File: config.mk
export PLATFORM = sky130hd
export DESIGN_NAME = upms_top
export DESIGN_NICKNAME = d
export VERILOG_FILES = /design/src/verilog/upms_pkg.sv /design/src/verilog/upms_top.sv
export SDC_FILE = /design/constraint.sdc
export NUM_CORES = 1
export LEC_CHECK = 0
export BUFFER_PORTS_ARGS = -buffer_cell sky130_fd_sc_hd__buf_4
export CORE_MARGIN = 2
export CORE_UTILIZATION = 43
export CTS_CLUSTER_DIAMETER = 60
export DETAILED_ROUTE_END_ITERATION = 8
export PLACE_DENSITY = 0.79
export SYNTH_ARGS = -nofsm -noshare
export SYNTH_HDL_FRONTEND = slang
export SYNTH_SLANG_ARGS = --single-unit
File: constraint.sdc
create_clock -name mclk -period 1.09 [get_ports mclk]
set_input_delay 0.0545 -clock mclk [delete_from_list [all_inputs] [get_ports mclk]]
set_output_delay 0.0545 -clock mclk [all_outputs]
set_load 0.01 [all_outputs]
File: src/verilog/upms_pkg.sv
// constants for the usb power mode and supply-change register bank
// assumes a 16-bit register port with 8-bit register addresses
package upms_pkg;

   // register addresses at their printed offsets
   localparam logic [7:0] ADDR_SYS_CTRL_TWO = 8'h04;
   localparam logic [7:0] ADDR_INT_STAT_TWO = 8'h1a;
   localparam logic [7:0] ADDR_CMP_INT_STAT = 8'h1f;
   localparam logic [7:0] ADDR_INT_STAT_TWO_MASK = 8'h22;
   localparam logic [7:0] ADDR_CMP_INT_MASK = 8'h27;

   // system control two field positions
   localparam int SUSPEND_BIT = 14;
   localparam int SOURCE_ROLE_BIT = 13;
   localparam int SOURCE_HIGH_BIT = 11;
   localparam int SINK_HIGH_BIT = 9;

   // interrupt status two and its mask
   localparam int OVERCURRENT_BIT = 10;

   // comparator interrupt status and mask
   localparam int USB_CHANGE_BIT = 15;
   localparam int WALL_CHANGE_BIT = 14;
   localparam int BATT_CHANGE_BIT = 13;

   // synchroniser lanes for the asynchronous inputs
   localparam int LANE_USB_PRESENT_FEEDBACK = 0;
   localparam int LANE_WALL_PRESENT_FEEDBACK = 1;
   localparam int LANE_BATTERY_PRESENT_FEEDBACK = 2;
   localparam int LANE_OVERCURRENT = 3;
   localparam int LANE_UVLO = 4;
   localparam int LANE_BOOT_FAIL = 5;
   localparam int SYNC_LANES = 6;

   // reset values
   localparam logic [15:0] REG_ZERO = 16'h0000;
   localparam logic [2:0] CHANGE_RESET = 3'h0;

endpackage

File: src/verilog/upms_top.sv
// usb supply mode control and supply-change interrupt register bank
// assumes a simple register port from the control interface, all
// analogue status inputs asynchronous, role-change pulse on mclk
//
// What this block does
// - suspend bit 14 opens usb switch
// - suspend cleared on reset, uvlo, boot fail
// - bit 13 selects usb sink or source role
// - role bit cleared on reset, master-to-slave
// - bit 11 picks source role current limit
// - bit 9 sink limit, strap reset, forced clear
// - active role's bit sets monitor threshold
// - overcurrent status latches rising edge, read-clears
// - overcurrent mask blocks usb interrupt, resets zero
// - usb interrupt sourced only by overcurrent
// - supply interrupt combines three presence changes
// - presence events latch on both edges
// - change bits 15..13, each cleared by read
// - mask bits 15..13 block supply interrupt
// - suspend disconnects usb, battery takes over
`timescale 1ns/1ps

module upms_top (
   // clock and reset
   input wire logic mclk,
   input wire logic rst_n,
   // register port
   input wire logic [7:0] regAddr,
   input wire logic regWrEn,
   input wire logic [15:0] regWrData,
   input wire logic regRdEn,
   output logic [15:0] regRdData,
   output logic regRdValid,
   // supply feedback and fault inputs, asynchronous
   input wire logic usbPresentFeedback,
   input wire logic wallPresentFeedback,
   input wire logic batteryPresentFeedback,
   input wire logic usbOvercurrent,
   input wire logic lineUnderVoltage,
   input wire logic bootHysteresisFail,
   // on-chip usb state machine, on mclk
   input wire logic usbMasterToSlave,
   // configuration-mode strap for the sink role current limit
   input wire logic configSinkHighCurrent,
   // controls to the supply path
   output logic usbSwitchOpen,
   output logic usbPowerSourceRole,
   output logic currentLimitHigh,
   // first-level interrupts
   output logic usbIrq,
   output logic supplyChangeIrq
);

   logic [upms_pkg::SYNC_LANES-1:0] syncMeta;
   logic [upms_pkg::SYNC_LANES-1:0] syncOut;
   logic [upms_pkg::SYNC_LANES-1:0] syncPrev;
   logic sourceRoleHighCurrent;
   logic sinkRoleHighCurrent;
   logic usbOvercurrentEvent;
   logic usbOvercurrentMask;
   logic [2:0] presenceChange;
   logic [2:0] presenceMask;
   logic forceClear;
   logic ocRise;
   logic [2:0] fbToggle;
   logic wrSysCtrl;
   logic wrIstMask;
   logic wrCmpMask;
   logic rdIst;
   logic rdCmp;
   logic next_usbOvercurrentEvent;
   logic [2:0] next_presenceChange;
   logic [15:0] next_regRdData;

   // two-stage synchroniser; only the second stage feeds logic
   always_ff @(posedge mclk) begin
      if (!rst_n) begin
         syncMeta <= '0;
         syncOut <= '0;
      end else begin
         syncMeta <= {bootHysteresisFail, lineUnderVoltage,
                      usbOvercurrent, batteryPresentFeedback,
                      wallPresentFeedback, usbPresentFeedback};
         syncOut <= syncMeta;
      end
   end

   // previous synchronised value for edge detection
   always_ff @(posedge mclk) begin
      if (!rst_n) begin
         syncPrev <= '0;
      end else begin
         syncPrev <= syncOut;
      end
   end

   // edge and access decode
   assign ocRise = syncOut[upms_pkg::LANE_OVERCURRENT] &
                   ~syncPrev[upms_pkg::LANE_OVERCURRENT];
   assign fbToggle = syncOut[2:0] ^ syncPrev[2:0];
   assign forceClear = syncOut[upms_pkg::LANE_UVLO] |
                       syncOut[upms_pkg::LANE_BOOT_FAIL];
   assign wrSysCtrl = regWrEn && (regAddr == upms_pkg::ADDR_SYS_CTRL_TWO);
   assign wrIstMask = regWrEn &&
                      (regAddr == upms_pkg::ADDR_INT_STAT_TWO_MASK);
   assign wrCmpMask = regWrEn && (regAddr == upms_pkg::ADDR_CMP_INT_MASK);
   assign rdIst = regRdEn && (regAddr == upms_pkg::ADDR_INT_STAT_TWO);
   assign rdCmp = regRdEn && (regAddr == upms_pkg::ADDR_CMP_INT_STAT);

   // suspend bit: the fault clear outranks a software write
   always_ff @(posedge mclk) begin
      if (!rst_n) begin
         usbSwitchOpen <= 1'b0;
      end else if (forceClear) begin
         usbSwitchOpen <= 1'b0;
      end else if (wrSysCtrl) begin
         usbSwitchOpen <=
            regWrData[upms_pkg::SUSPEND_BIT];
      end
   end

   // role bit: dropping back to slave wins over a write
   always_ff @(posedge mclk) begin
      if (!rst_n) begin
         usbPowerSourceRole <= 1'b0;
      end else if (usbMasterToSlave) begin
         usbPowerSourceRole <= 1'b0;
      end else if (wrSysCtrl) begin
         usbPowerSourceRole <=
            regWrData[upms_pkg::SOURCE_ROLE_BIT];
      end
   end

   // source role current mode
   always_ff @(posedge mclk) begin
      if (!rst_n) begin
         sourceRoleHighCurrent <= 1'b0;
      end else if (wrSysCtrl) begin
         sourceRoleHighCurrent <=
            regWrData[upms_pkg::SOURCE_HIGH_BIT];
      end
   end

   // sink role current mode; strap is sampled while reset is held,
   // which is safe since the reset is synchronous
   always_ff @(posedge mclk) begin
      if (!rst_n) begin
         sinkRoleHighCurrent <= configSinkHighCurrent;
      end else if (forceClear) begin
         sinkRoleHighCurrent <= 1'b0;
      end else if (wrSysCtrl) begin
         sinkRoleHighCurrent <=
            regWrData[upms_pkg::SINK_HIGH_BIT];
      end
   end

   // monitor threshold follows the active role, one cycle behind
   always_ff @(posedge mclk) begin
      if (!rst_n) begin
         currentLimitHigh <= 1'b0;
      end else begin
         currentLimitHigh <= usbPowerSourceRole ? sourceRoleHighCurrent :
                             sinkRoleHighCurrent;
      end
   end

   // sticky status: a new event beats the read that clears it
   always_comb begin
      next_usbOvercurrentEvent = ocRise |
                                 (usbOvercurrentEvent & ~rdIst);
      next_presenceChange = fbToggle |
                            (presenceChange & ~{3{rdCmp}});
   end

   // status flops latch regardless of mask
   always_ff @(posedge mclk) begin
      if (!rst_n) begin
         usbOvercurrentEvent <= 1'b0;
         presenceChange <= upms_pkg::CHANGE_RESET;
      end else begin
         usbOvercurrentEvent <= next_usbOvercurrentEvent;
         presenceChange <= next_presenceChange;
      end
   end

   // mask registers
   always_ff @(posedge mclk) begin
      if (!rst_n) begin
         usbOvercurrentMask <= 1'b0;
         presenceMask <= upms_pkg::CHANGE_RESET;
      end else begin
         if (wrIstMask) begin
            usbOvercurrentMask <= regWrData[upms_pkg::OVERCURRENT_BIT];
         end
         if (wrCmpMask) begin
            presenceMask <= {regWrData[upms_pkg::BATT_CHANGE_BIT],
                             regWrData[upms_pkg::WALL_CHANGE_BIT],
                             regWrData[upms_pkg::USB_CHANGE_BIT]};
         end
      end
   end

   // first-level interrupts, registered from the current status
   always_ff @(posedge mclk) begin
      if (!rst_n) begin
         usbIrq <= 1'b0;
         supplyChangeIrq <= 1'b0;
      end else begin
         usbIrq <=
            usbOvercurrentEvent & ~usbOvercurrentMask;
         supplyChangeIrq <=
            |(presenceChange & ~presenceMask);
      end
   end

   // read mux; unused and unmapped bits read as zero
   always_comb begin
      next_regRdData = upms_pkg::REG_ZERO;
      case (regAddr)
         upms_pkg::ADDR_SYS_CTRL_TWO: begin
            next_regRdData[upms_pkg::SUSPEND_BIT] = usbSwitchOpen;
            next_regRdData[upms_pkg::SOURCE_ROLE_BIT] = usbPowerSourceRole;
            next_regRdData[upms_pkg::SOURCE_HIGH_BIT] = sourceRoleHighCurrent;
            next_regRdData[upms_pkg::SINK_HIGH_BIT] = sinkRoleHighCurrent;
         end
         upms_pkg::ADDR_INT_STAT_TWO: begin
            next_regRdData[upms_pkg::OVERCURRENT_BIT] = usbOvercurrentEvent;
         end
         upms_pkg::ADDR_CMP_INT_STAT: begin
            next_regRdData[upms_pkg::USB_CHANGE_BIT] = presenceChange[0];
            next_regRdData[upms_pkg::WALL_CHANGE_BIT] = presenceChange[1];
            next_regRdData[upms_pkg::BATT_CHANGE_BIT] = presenceChange[2];
         end
         upms_pkg::ADDR_INT_STAT_TWO_MASK: begin
            next_regRdData[upms_pkg::OVERCURRENT_BIT] = usbOvercurrentMask;
         end
         upms_pkg::ADDR_CMP_INT_MASK: begin
            next_regRdData[upms_pkg::USB_CHANGE_BIT] = presenceMask[0];
            next_regRdData[upms_pkg::WALL_CHANGE_BIT] = presenceMask[1];
            next_regRdData[upms_pkg::BATT_CHANGE_BIT] = presenceMask[2];
         end
         default: begin
            next_regRdData = upms_pkg::REG_ZERO;
         end
      endcase
   end

   // read data stands until the next read
   always_ff @(posedge mclk) begin
      if (!rst_n) begin
         regRdData <= upms_pkg::REG_ZERO;
         regRdValid <= 1'b0;
      end else begin
         regRdValid <= regRdEn;
         if (regRdEn) begin
            regRdData <= next_regRdData;
         end
      end
   end
endmodule
# == Word level (Yosys, flattened, before mapping) ==
# Index checks and enable logic that the tools add are counted.
# classes
addsub,0
mul,0
div,0
order_cmp,0
n_eq_ne,6
shift,0
n_mux,9
bitwise_logic,15
reduce_logical,8
# op_table
operator,n
8-bit by 5-bit == test with 1-bit output (second input constant),2
8-bit by 6-bit == test with 1-bit output (second input constant),2
8-bit by 3-bit == test with 1-bit output (second input constant),1
3-bit bitwise AND,2
1-bit two-way mux,6
3-bit NOT,2
2-bit case mux with 3 select lines,1
1-bit logical AND,5
1-bit NOT,4
1-bit case mux with 2 select lines,2
2-bit OR reduction,2
1-bit bitwise AND,3
3-bit by 1-bit != test with 1-bit output (second input constant),1
3-bit bitwise OR,1
3-bit OR reduction,1
3-bit XOR,1
1-bit bitwise OR,2
# word_totals
ff_bits,38
latch_bits,0
ramBits,0
romBits,0
word_cells,54
n_memories,0

# == Logic depth before layout (Yosys ltp) ==
# logic_depth
depth_word,5
ltp_mapped,5
ltp_nobuf,4

# == Worst setup path after synthesis ==
# OpenSTA, ideal clock, no wires.
# synth_timing
path_type,in2reg
from,input regAddr[4]
to,"register sinkRoleHighCurrent, enable pin"
setup_time_ns,0.297
arrival_ns,0.785
required_ns,0.793
path_slack_ns,0.008
path_stages,4
n_path_buf,1
cell_sequence,nor4_4 > buf_6 > nand4_1 > nand3_1
# synth_between
elab_chain_cells,3
# synth_lines
element,line,text
from (decl),upms_top.sv:28,"input wire logic [7:0] regAddr,"
8-bit by 3-bit == test with 1-bit output,upms_top.sv:103,assign wrSysCtrl = regWrEn && (regAddr == upms_pkg::ADDR_SYS_CTRL_TWO);
1-bit logical AND,upms_top.sv:103,
3-bit by 1-bit != test with 1-bit output (no line),-,
to (signal assigned),upms_top.sv:148,sinkRoleHighCurrent <= configSinkHighCurrent;
to (signal assigned),upms_top.sv:152,sinkRoleHighCurrent <=
to (decl),upms_top.sv:58,logic sinkRoleHighCurrent;
# No other way between the ends.
# A chain may end at the register's enable or synchronous reset.

# == Final worst setup path ==
# layout_timing
from,register usbPowerSourceRole
to,output usbPowerSourceRole
# layout_lines
element,line,text
from (decl),upms_top.sv:47,"output logic usbPowerSourceRole,"
from (signal assigned),upms_top.sv:129,usbPowerSourceRole <=
# No word-level cell between the ends.

==> results.md <==
- Cts repair resizes: 0
- Final setup vio count: 0
- Leak Pwr: 0.000939 µW
- Placed cell area: 1890 µm²
- P_int: 2390 µW
- Initial drt markers: 64
- Sequential share of the synthesized area: 0.491
- Post-synth EDFFs: 1
- Yosys top cell area share: 0.472
- Drt via density: 4.84
- Outcome: finished, final reports clean
- Antenna cells: 0
- DRT antenna net count: 0
- Ports: 58
- Final period utilization: 0.906
- Worst EP required: 1.04 ns
- Clock sink total: 38
- Clock Tree Root: clkbuf_4
- Startpoint type of the worst setup path: flip-flop
- Most numerous cell in the Yosys netlist: dfxtp_1
- Critical setup path kind: flip-flop to output pin
- Final hold vios: 0
- Clock power share: 0.411
- RePlAce Congestion: roughly 0.8
- Width of the die: approximately 64 µm
- Core area: 3420 µm²
- Row count: 21
- Worst vdd ir: approximately 1.1 mV
- CP delay by family, top: flip-flops
- Worst-path cell chain: buf_4
- Largest net degree at the start of global routing: 41
- Buffers on Ports: 37
- Residual DRC: 0
- CP max stage delay: between 0.4 and 0.5 ns
- Worst Path Max Fanout: 4
- Synth warnings: 0
- Global-route wire length before repair: roughly 5200 µm
- Post-synth ARST share: 0
- H-tree levels: 2
- Power Total: about 3000 µW
- Final WS setup: 0.102 ns
- Post-DP HPWL: 2080 µm
- Fmax: between 1 and 1.5 GHz
- Clock skew: 0.00448 ns
- Post-synth top flop: dfxtp_1
- Grt ovf: 0
- Num CTS Buffers: 5
- WL final: ~3000 µm
- WHS: 0.0208 ns
- Synth Register Bits: 38
- Post-synth top area cell: dfxtp_1
- Worst setup EP type: output pin
- Initial Utilization: 0.459
- Antenna violations before repair: 0
- Drt pass-1 iters: 5
- Clock-pin slew on the worst setup and hold paths: 0.11 ns
- Sequential Power Share: 0.491
- Worst-Skew Late Latency: 0.34 ns
- Worst Hold Class: input pin to flip-flop
- Final #Nets: roughly 250
- Sw Ratio: 0.202
- Via count: about 1,300
- Unrepaired setup endpoints after global routing: false
- DIE AREA: between 4000 and 5000 µm²
- Synthesized instance count: roughly 160
- Logic gate share of total power: 0.098
- Post-synthesis cell type count: 33
- Max Cap Violations: 0
- Critical path buffers and inverters: 1
- Slew Limit Fails: 0
- Area grow syn2layout: 35.1%
- Post-synth top cells: dfxtp_1 (37), and2_1 (17), nor2b_1 (13)
- Number of global-route vias before repair: 1,126
- Layout cells sized above 1: 0.269
- Clk buf depth: 2
- WL/cell: around 12 µm
- Post-layout min period: 0.988 ns
- CP max stage cell: dfxtp_1
- Final instance area: 2120 µm²
- Final setup TNS: 0 ns
- Post-synthesis area per instance: between 9 and 10 µm²
- Synthesized area: approximately 1600 µm²
- Filler cells: 293
- GRT Total Usage: 0.165
- Sw power: 602 µW
- CTS tree: built
- Top post-synthesis cells by area: dfxtp_1 (47%), and2_1 (6.8%), nor2b_1 (5.2%), buf_4 (4.8%), nand4_1 (4.8%)
- Pre-CTS setup slack: -0.149 ns
- Power per cell area: 1410 nW/µm²
- Chip height: 64.4 µm
- WP data arrival: between 0.9 and 1 ns
[per-layer routing]
layer,part of all wire,GRT usage
met1,0.46,0.219
met2,0.45,0.245
met3,0.074,0.0581
met4,0.015,0.0638
met5,0,0
[power groups by stage]
stage | logic (µW) | registers (µW) | clock network, µW
floorplan | 149 | 1500 | 0
global placement | 254 | 1500 | 0
detailed placement | 258 | 1500 | 0
CTS | 292 | 1470 | 1250
global route | 324 | 1470 | 1350
finish | 293 | 1470 | 1230
[tightest hold or removal path, stage by stage]
cell and delay (ns):
buf_4 0.14, nand3_1 0.07, a21boi_1 0.06
[per-stage QoR]
step	std cells	utilization
after floorplan	168	-
after global placement	242	0.553
after detailed placement	242	0.553
after CTS	262	0.621
after global routing	262	0.621
final	262	0.621
[cell type report]
cell class / instances / area, µm² / share of cell area
Sequential cell: 38 / 771 / 0.364
Clock buffer: 6 / 51.3 / 0.0242
Inverter: 6 / 22.5 / 0.0106
Multi-Input combinational cell: 107 / 699 / 0.330
Clock inverter: 2 / 60.1 / 0.0283
Timing Repair Buffer: 57 / 458 / 0.216
Tap cell: 46 / 57.6 / 0.0272
[cells by family after synthesis]
group | Yosys count | synth area share
compound gates | 15 | 0.0710
xor+xnor | 3 | 0.0167
buf+inv | 23 | 0.0845
flops | 38 | 0.491
mux | 8 | 0.0542
other cells | 1 | 0.00239
simple gates | 71 | 0.280
[repair_timing]
action	CTS	global route
endpoints found under the hold margin	13	0
buffers inserted	0	0
setup endpoints to repair	0	0
hold buffers	12	0
[cells in the final DEF, fill, tap and decap left out, types with 3 or more instances in the layout]
master         count
buf_4             45
dfxtp_1           37
and2_1            17
nor2b_1           13
nand4_1           12
dlygate4sd3_1     12
nand3_1           10
conb_1            10
mux2i_1            7
inv_1              6
nand2_1            5
a21oi_1            5
clkbuf_4           5
a21boi_1           4
nor2_1             3
xor2_1             3
[sequential cells by signal, summed over array words and instances, names as in the netlist]
register	count
currentLimitHigh	1
presenceChange	3
presenceMask	3
regRdData	6
regRdValid	1
sinkRoleHighCurrent	1
sourceRoleHighCurrent	1
supplyChangeIrq	1
syncMeta	6
syncOut	6
syncPrev	4
usbIrq	1
usbOvercurrentEvent	1
usbOvercurrentMask	1
usbPowerSourceRole	1
usbSwitchOpen	1
[final timing paths]
kind         slack [ns]               endpoint  cells past startpoint          startpoint
min                0.02  sourceRoleHighCurrent                      3             regWrEn
min reg2reg        0.44             syncOut[5]                      1         syncMeta[5]
max reg2reg        0.16          regRdData[10]                      3  usbOvercurrentMask
max                0.10     usbPowerSourceRole                      1  usbPowerSourceRole
Note: power is estimated with default switching activity, not from simulation.
